--- config.mk ---
export PLATFORM = sky130hd
export DESIGN_NAME = tpcg_clock_gen
export DESIGN_NICKNAME = d
export VERILOG_FILES = /design/src/tpcg_clock_gen.v
export VERILOG_INCLUDE_DIRS = /design/src /design/src/src
export SDC_FILE = /design/constraint.sdc
export NUM_CORES = 1
export LEC_CHECK = 0
export ABC_AREA = 0
export BUFFER_PORTS_ARGS = -buffer_cell sky130_fd_sc_hd__buf_2
export CORE_AREA = 2 2 39 41
export DETAILED_ROUTE_END_ITERATION = 7
export DIE_AREA = 0 0 41 43
export GPL_ROUTABILITY_DRIVEN = 0
export SYNTH_ARGS = -nofsm -noshare
export SYNTH_HDL_FRONTEND = slang
export SYNTH_SLANG_ARGS = --single-unit
export TNS_END_PERCENT = 50
--- constraint.sdc ---
create_clock -name core_clk -period 0.9 [get_ports core_clk]
set_input_delay 0.045 -clock core_clk [delete_from_list [all_inputs] [get_ports core_clk]]
set_output_delay 0.045 -clock core_clk [all_outputs]
set_load 0.1 [all_outputs]
--- src/tpcg_regs.vh ---
// constants for the two-phase processor clock generator
`ifndef TPCG_REGS_VH
`define TPCG_REGS_VH

// nominal fundamental clock figures
`define TPCG_FUND_FREQ_HZ 14318180
`define TPCG_FUND_PERIOD_NS 70

// ring counter shape
`define TPCG_STAGES 4
`define TPCG_RING_RESET 4'h0
`define TPCG_STAGE_A 3
`define TPCG_STAGE_B 2
`define TPCG_STAGE_C 1
`define TPCG_STAGE_D 0

// divide ratio codes shown on the status port
`define TPCG_RATIO_W 3
`define TPCG_RATIO_FIVE 3'h5
`define TPCG_RATIO_SIX 3'h6
`define TPCG_RATIO_SEVEN 3'h7

// first state of the six and seven counting cycles (stage a alone set)
`define TPCG_CYCLE_START 4'h8

// nominal phase pulse widths in ns
`define TPCG_PH1_WIDE_NS 140
`define TPCG_PH1_NARROW_NS 70
`define TPCG_PH2_WIDE_NS 280
`define TPCG_PH2_NARROW_NS 210

// idle and reset levels of the output flops
`define TPCG_PHASE_IDLE 1'h1
`define TPCG_DOT_RESET 1'h0
`define TPCG_START_RESET 1'h0

// spare nand input level when no feedback option is fitted
`define TPCG_NAND_PULLUP 1'h1

`endif
--- src/tpcg_clock_gen.v ---
// two-phase processor clock generator driven by the fundamental dot clock
`timescale 1ns/10ps

`include "tpcg_regs.vh"

module tpcg_clock_gen (
  // fundamental clock and power-up reset
  input wire core_clk,
  input wire reset,
  // static strap selections
  input wire divide_seven_select,
  input wire divide_five_select,
  input wire phase_two_wide_select,
  // processor phase clocks, active low
  output reg phase_one_n_reg,
  output reg phase_two_n_reg,
  // forwarded fundamental clock marker for the video generator
  output reg video_dot_toggle_reg,
  // status
  output reg cycle_start_reg,
  output reg [`TPCG_RATIO_W-1:0] divide_ratio_reg
);

  // counter state
  reg [`TPCG_STAGES-1:0] ring_reg;
  reg [`TPCG_STAGES-1:0] ring_next;
  reg feedback_in;

  // phase decodes of the next counter state
  reg phase_one_low;
  reg phase_two_low;
  reg phase_one_n_next;
  reg phase_two_n_next;

  // status next values
  reg video_dot_toggle_next;
  reg cycle_start_next;
  reg [`TPCG_RATIO_W-1:0] divide_ratio_next;

  ////////////////////////////////////////////////////////////////////////////
  // functions

  // nand feedback with its second input chosen by the straps
  function nand_feedback;
    input [`TPCG_STAGES-1:0] ring;
    input sel_seven;
    input sel_five;
    reg second_in;
    begin
      if (sel_seven) begin
        second_in = ring[`TPCG_STAGE_D];
      end else if (sel_five) begin
        second_in = ring[`TPCG_STAGE_B];
      end else begin
        // no option fitted: the spare input sits high
        second_in = `TPCG_NAND_PULLUP;
      end
      nand_feedback = ~(ring[`TPCG_STAGE_C] & second_in);
    end
  endfunction

  // phase one low window
  function phase_one_decode;
    input [`TPCG_STAGES-1:0] ring;
    begin
      phase_one_decode = ring[`TPCG_STAGE_B] & ring[`TPCG_STAGE_D];
    end
  endfunction

  // phase two low window, wide or narrow
  function phase_two_decode;
    input [`TPCG_STAGES-1:0] ring;
    input wide;
    begin
      if (wide) begin
        phase_two_decode = ~ring[`TPCG_STAGE_B] | ~ring[`TPCG_STAGE_C];
      end else begin
        phase_two_decode = ~ring[`TPCG_STAGE_B];
      end
    end
  endfunction

  // first state of a counting cycle: stage one set, stage two clear
  // the divide-by-five loop never passes through 1000, hence two stages only
  function cycle_start_decode;
    input [`TPCG_STAGES-1:0] ring;
    begin
      cycle_start_decode = ring[`TPCG_STAGE_A] & ~ring[`TPCG_STAGE_B];
    end
  endfunction

  // ratio code for the status port; seven wins when both straps are set
  function [`TPCG_RATIO_W-1:0] ratio_decode;
    input sel_seven;
    input sel_five;
    begin
      if (sel_seven) begin
        ratio_decode = `TPCG_RATIO_SEVEN;
      end else if (sel_five) begin
        ratio_decode = `TPCG_RATIO_FIVE;
      end else begin
        ratio_decode = `TPCG_RATIO_SIX;
      end
    end
  endfunction

  ////////////////////////////////////////////////////////////////////////////
  // ring counter

  always @* begin
    feedback_in = nand_feedback(ring_reg, divide_seven_select, divide_five_select);
    ring_next = {feedback_in, ring_reg[`TPCG_STAGE_A:`TPCG_STAGE_C]};
  end

  // straps are read every cycle, so they must sit still once reset is let go
  // single fundamental clock
  always @(posedge core_clk) begin
    if (reset) begin
      ring_reg <= `TPCG_RING_RESET;
    end else begin
      ring_reg <= ring_next;
    end
  end

  ////////////////////////////////////////////////////////////////////////////
  // phase decode
  // decoding the next counter state lets each phase flop change on the same
  // edge as the counter while the outputs still come straight from flops

  always @* begin
    phase_one_low = phase_one_decode(ring_next);
    phase_two_low = phase_two_decode(ring_next, phase_two_wide_select);
    phase_one_n_next = ~phase_one_low;
    phase_two_n_next = ~(phase_two_low & ~phase_one_low);
  end

  always @(posedge core_clk) begin
    if (reset) begin
      phase_one_n_reg <= `TPCG_PHASE_IDLE;
    end else begin
      phase_one_n_reg <= phase_one_n_next;
    end
  end

  always @(posedge core_clk) begin
    if (reset) begin
      phase_two_n_reg <= `TPCG_PHASE_IDLE;
    end else begin
      phase_two_n_reg <= phase_two_n_next;
    end
  end

  ////////////////////////////////////////////////////////////////////////////
  // video forward
  // a toggling flop stands in for the forwarded clock, one transition a dot

  always @* begin
    video_dot_toggle_next = ~video_dot_toggle_reg;
  end

  always @(posedge core_clk) begin
    if (reset) begin
      video_dot_toggle_reg <= `TPCG_DOT_RESET;
    end else begin
      video_dot_toggle_reg <= video_dot_toggle_next;
    end
  end

  ////////////////////////////////////////////////////////////////////////////
  // status

  always @* begin
    cycle_start_next = cycle_start_decode(ring_next);
  end

  always @* begin
    divide_ratio_next = ratio_decode(divide_seven_select, divide_five_select);
  end

  always @(posedge core_clk) begin
    if (reset) begin
      cycle_start_reg <= `TPCG_START_RESET;
    end else begin
      cycle_start_reg <= cycle_start_next;
    end
  end

  always @(posedge core_clk) begin
    if (reset) begin
      divide_ratio_reg <= `TPCG_RATIO_SIX;
    end else begin
      divide_ratio_reg <= divide_ratio_next;
    end
  end

endmodule // tpcg_clock_gen

# Word-level counts from Yosys, hierarchy flattened
# Cells that the tools add are included.
# classes
bitwise	11
reduce_logical	1
muxes	5
# op_table
cell	n
1-bit inverter	6
1-bit AND	4
1-bit two-way mux	4
2-bit two-way mux	1
2-bit OR reduction	1
1-bit OR	1
# word_totals
regBits	11
out_inout_bits	7
elab_cells	24
inputBits	5

# Logic depth before layout (Yosys ltp)
# logic_depth
word_depth	5
mapped_depth	3
mapped_depth_nobuf	2

# Worst setup path after synthesis
# Ideal clock, no wire load.
# synth_timing
path_type	reg2reg
startpoint	reg video_dot_toggle_reg
endpoint	reg video_dot_toggle_reg
path_stages_with_launch	2
setup_time_ns	0.156
n_path_buf	0
slack_ns	-0.274
arrival_ns	1.018
cell_sequence	dfxtp_1 nor2_1
# synth_via
elab_chain_len	1
# synth_rtl
item	line	source
from (decl)	tpcg_clock_gen.v:18	output reg video_dot_toggle_reg,
from (signal assigned)	tpcg_clock_gen.v:163	video_dot_toggle_reg <= `TPCG_DOT_RESET;
from (signal assigned)	tpcg_clock_gen.v:165	video_dot_toggle_reg <= video_dot_toggle_next;
1-bit inverter	tpcg_clock_gen.v:158	video_dot_toggle_next = ~video_dot_toggle_reg;
# No other way between the ends.
# A chain may end at the register's enable or synchronous reset.

# Final worst setup path
# layout_timing
startpoint	reg ring_reg[2] (netlist: nand_feedback.ring[2])
endpoint	reg cycle_start_reg
# layout_via
elab_chain_len	5
# layout_rtl
item	line	source
from (decl)	tpcg_clock_gen.v:25	reg [`TPCG_STAGES-1:0] ring_reg;
from (signal assigned)	tpcg_clock_gen.v:119	ring_reg <= `TPCG_RING_RESET;
from (signal assigned)	tpcg_clock_gen.v:121	ring_reg <= ring_next;
1-bit two-way mux	tpcg_clock_gen.v:52	end else if (sel_five) begin
1-bit two-way mux	tpcg_clock_gen.v:50	if (sel_seven) begin
1-bit AND	tpcg_clock_gen.v:58	nand_feedback = ~(ring[`TPCG_STAGE_C] & second_in);
1-bit inverter	tpcg_clock_gen.v:58	
1-bit AND	tpcg_clock_gen.v:88	cycle_start_decode = ring[`TPCG_STAGE_A] & ~ring[`TPCG_STAGE_B];
to (signal assigned)	tpcg_clock_gen.v:182	cycle_start_reg <= `TPCG_START_RESET;
to (signal assigned)	tpcg_clock_gen.v:184	cycle_start_reg <= cycle_start_next;
to (decl)	tpcg_clock_gen.v:20	output reg cycle_start_reg,
# No other way between the ends.

==> flow_summary.html <==
<table>
<tr><th>Metric</th><th>Value</th></tr>
<tr><th colspan="2">Clock tree</th></tr>
<tr><td>Clock tree from TritonCTS</td><td>done</td></tr>
<tr><td>Clock Sink Count</td><td>10</td></tr>
<tr><td>Clock transition time at the flip-flop clock pins of the worst setup and hold paths</td><td>70 ps</td></tr>
<tr><td>Inserted Clock Buffers</td><td>3</td></tr>
<tr><td>H-Tree Level Count</td><td>1</td></tr>
<tr><td>Buffer levels on the longest clock path</td><td>2</td></tr>
<tr><td>Clock network latency to the later pin of the worst-skew pair</td><td>260 ps</td></tr>
<tr><td>Cell chosen for the clock root</td><td>clkbuf_4</td></tr>
<tr><th colspan="2">STA</th></tr>
<tr><td>Final-report max-slew violation count</td><td>0</td></tr>
<tr><td>Final worst setup slack</td><td>-68.48 ps</td></tr>
<tr><td>Final Setup Violations</td><td>3</td></tr>
<tr><td>Period utilisation layout</td><td>107.6%</td></tr>
<tr><td>Fin Setup TNS</td><td>-123.7 ps</td></tr>
<tr><td>Setup Skew</td><td>0.9614 ps</td></tr>
<tr><td>Number of hold violations in the final report</td><td>0</td></tr>
<tr><td>Maximum achievable frequency</td><td>1033 MHz</td></tr>
<tr><td>Unrepaired setup endpoints after global routing</td><td>yes</td></tr>
<tr><td>Min Tclk post-route</td><td>968.5 ps</td></tr>
<tr><th colspan="2">Routing</th></tr>
<tr><td>Met1 wire length</td><td>195 microns</td></tr>
<tr><td>Top sig layer</td><td>met3</td></tr>
<tr><td>Routed wire length on met2</td><td>269 microns</td></tr>
<tr><td>Post-detailed-route via-to-cell ratio</td><td>3.831</td></tr>
<tr><td>Final routed DRC violation total</td><td>0</td></tr>
<tr><td>Total via count in the routed design</td><td>226</td></tr>
<tr><td>Iter 0 DRT Violations</td><td>0</td></tr>
<tr><td>Metal3 WL</td><td>30 microns</td></tr>
<tr><td>Number of antenna-violating nets in the routed design</td><td>0</td></tr>
<tr><td>First drt pass iteration count</td><td>1</td></tr>
<tr><td>Total detailed-routing wirelength</td><td>494 microns</td></tr>
<tr><td>Drt wl/cell</td><td>8.373 microns</td></tr>
<tr><th colspan="2">Global routing</th></tr>
<tr><td>Largest net degree at the start of global routing</td><td>10</td></tr>
<tr><td>Initial antenna violation count</td><td>0</td></tr>
<tr><td>GRT Util Overall</td><td>7.366%</td></tr>
<tr><td>Via count of the first global-routing pass</td><td>197</td></tr>
<tr><td>Global route total overflow</td><td>0</td></tr>
<tr><td>Global-route wire length before repair</td><td>807 microns</td></tr>
<tr><th colspan="2">Critical path</th></tr>
<tr><td>Startpoint of the most critical setup path</td><td>nand_feedback.ring[2]</td></tr>
<tr><td>R2R Path Start</td><td>nand_feedback.ring[2]</td></tr>
<tr><td>Start-to-end type of the worst setup path</td><td>reg2reg</td></tr>
<tr><td>Worst reg2reg setup slack</td><td>-70 ps</td></tr>
<tr><td>Critical path data required time</td><td>1080 ps</td></tr>
<tr><td>Worst r2r path cells</td><td>2</td></tr>
<tr><td>Endpoint kind of the worst setup timing path</td><td>register</td></tr>
<tr><td>Worst EP arrival</td><td>1150 ps</td></tr>
<tr><td>Worst Setup Start Kind</td><td>register</td></tr>
<tr><td>Worst R2R End</td><td>cycle_start_reg</td></tr>
<tr><td>Endpoint of the most critical setup path</td><td>cycle_start_reg</td></tr>
<tr><td>Biggest fanout along the worst timing path</td><td>3</td></tr>
<tr><th colspan="2">Floorplan</th></tr>
<tr><td>Die outline width</td><td>41 microns</td></tr>
<tr><td>Vert. Die Dim</td><td>43 microns</td></tr>
<tr><td>Die ar.</td><td>0.001763 sq mm</td></tr>
<tr><td>Core Box Area</td><td>0.001384 sq mm</td></tr>
<tr><td>Initial Util</td><td>22.60%</td></tr>
<tr><td># rows</td><td>14</td></tr>
<tr><td>Io pins</td><td>12</td></tr>
<tr><th colspan="2">Synth</th></tr>
<tr><td>Post-Synthesis Cell Area</td><td>312.8 sq um</td></tr>
<tr><td>#FFs+latches synth</td><td>10</td></tr>
<tr><td>Share of the yosys chip area belonging to registers</td><td>64.00%</td></tr>
<tr><td>Warning count from the yosys run</td><td>0</td></tr>
<tr><td>Top cell type's share of synthesized area</td><td>64.00%</td></tr>
<tr><td>Cell type with the highest aggregate area in the netlist</td><td>dfxtp_1</td></tr>
<tr><td>Cell count after synthesis</td><td>28</td></tr>
<tr><td>Most area-consuming cells after synthesis</td><td>dfxtp_1 (64%), nor2b_1 (6.0%), or3b_1 (5.6%), a311oi_2 (4.8%), buf_4 (4.8%)</td></tr>
<tr><td>Average size of a mapped cell</td><td>11.17 sq um</td></tr>
<tr><td>Count of different cell masters after synthesis</td><td>11</td></tr>
<tr><td>Mapped Nets</td><td>33</td></tr>
<tr><th colspan="2">Pwr</th></tr>
<tr><td>IR Drop Worst-Case VDD</td><td>768.2 uV</td></tr>
<tr><td>Portion of total power attributed to combinational logic</td><td>21.5%</td></tr>
<tr><td>Clock share of power</td><td>35.3%</td></tr>
<tr><td>Net switching fraction of the power</td><td>28.83%</td></tr>
<tr><td>Internal power consumption</td><td>0.7993 mW</td></tr>
<tr><td>Overall Power</td><td>1.123 mW</td></tr>
<tr><td>Leakage component of the power</td><td>0.2297 nW</td></tr>
<tr><td>Total net switching power</td><td>0.3238 mW</td></tr>
<tr><td>Power share of the sequential group</td><td>43.2%</td></tr>
<tr><td>Power density over cell area</td><td>2137 mW/mm^2</td></tr>
<tr><th colspan="2">Layout</th></tr>
<tr><td>Layout cells sized above 1</td><td>48.84%</td></tr>
<tr><td>Max reg flops</td><td>4</td></tr>
<tr><td>Area of all placed cells without fillers</td><td>525.5 sq um</td></tr>
<tr><td>Most common cell after layout, fill and taps aside</td><td>dfxtp_1</td></tr>
<tr><td>Filler cell count in the final layout</td><td>139</td></tr>
<tr><td>Nets@finish</td><td>49</td></tr>
<tr><td>Diodes inserted</td><td>0</td></tr>
<tr><td>Highest-count cells in the layout ignoring fill and taps</td><td>dfxtp_1 (7), buf_12 (6), nor2_1 (4), buf_2 (4)</td></tr>
<tr><td>Layout Area Growth over Synthesis</td><td>68.00%</td></tr>
<tr><td>Layout Utilization</td><td>37.97%</td></tr>
<tr><th colspan="2">Run status</th></tr>
<tr><td>Result of the run</td><td>finished, violations left</td></tr>
<tr><td>Violated checks</td><td>negative setup slack</td></tr>
<tr><th colspan="2">Place</th></tr>
<tr><td>DP Wirelength</td><td>369.4 microns</td></tr>
<tr><td>Post-Place Cell Area</td><td>475.5 sq um</td></tr>
<tr><td>Setup Slack @ Placement</td><td>-108.6 ps</td></tr>
<tr><td>Input/output buffers</td><td>10</td></tr>
<tr><th colspan="2">Hold path</th></tr>
<tr><td>Classification of the worst-slack hold path</td><td>in2reg</td></tr>
<tr><th colspan="2">Flow run</th></tr>
<tr><td>Total of max-cap violations</td><td>0</td></tr>
</table>
-- kinds of logic after synthesis --
family	after synthesis	synth area share, %
buffers and inverters	2	4.799
other	1	1.199
and+or+nand+nor	12	20.80
DFF	10	64.00
AOI/OAI and AO/OA	3	9.201
-- cell usage after synthesis (all sizes together) --
cell and number:
dfxtp 10, nor2 4, nor2b 3, buf 2, nand2 2, or3b 2
a21o 1, a311oi 1, a31oi 1, conb 1, nand2b 1
-- worst min-delay path by stage --
stage                                  start                  end  cells after the start
after floorplan           divide_five_select  divide_ratio_reg[1]                      1
after global placement    divide_five_select  divide_ratio_reg[1]                      2
after detailed placement  divide_five_select  divide_ratio_reg[1]                      2
after CTS                 divide_five_select  divide_ratio_reg[0]                      3
after global routing      divide_five_select  divide_ratio_reg[0]                      3
final                     divide_five_select  divide_ratio_reg[0]                      3
-- layer usage --
layer | global-route usage (%) | up-vias
met1 | 8.170 | 104
met4 | 4.000 | 0
li1 | - | 117
met2 | 10.31 | 5
met5 | 0 | -
met3 | 4.712 | 0
-- metrics by stage --
step           hold WS (ps)  cells
2_1_floorplan         106.9     28
3_3_place_gp          237.1     54
3_5_place_dp          248.4     54
4_1_cts               31.87     59
5_1_grt               38.41     59
6_report              36.96     59
-- power groups by stage --
stage	clock (mW)	sequential (mW)	combinational, mW
2_1_floorplan	0	0.595	0.0523
3_3_place_gp	0	0.494	0.237
3_5_place_dp	0	0.495	0.237
4_1_cts	0.409	0.485	0.243
5_1_grt	0.429	0.487	0.252
6_report	0.397	0.485	0.241
-- worst max-delay path, cell delays in order (launching register included) --
cell and delay [ps]:
dfxtp_2 330, or3b_4 380, a311oi_2 190
-- what timing repair did --
| item | CTS | global route |
|---|---|---|
| setup endpoints to repair | 3 | 3 |
| hold endpoints to repair | 1 | 0 |
| gates resized for setup | 2 | 0 |
| hold buffers | 1 | 0 |
| buffers inserted | 0 | 0 |
| pin swaps | 1 | 1 |
-- area by class of cell --
cell class / instances / area (sq um) / area share, %
Sequential cell: 10 / 203.9 / 38.81
Multi-Input combinational cell: 16 / 100.1 / 19.05
Timing Repair Buffer: 13 / 165.2 / 31.43
Clock buffer: 4 / 36.28 / 6.905
Tap cell: 16 / 20.02 / 3.810
No activity file was read; power rests on OpenSTA's default activity.
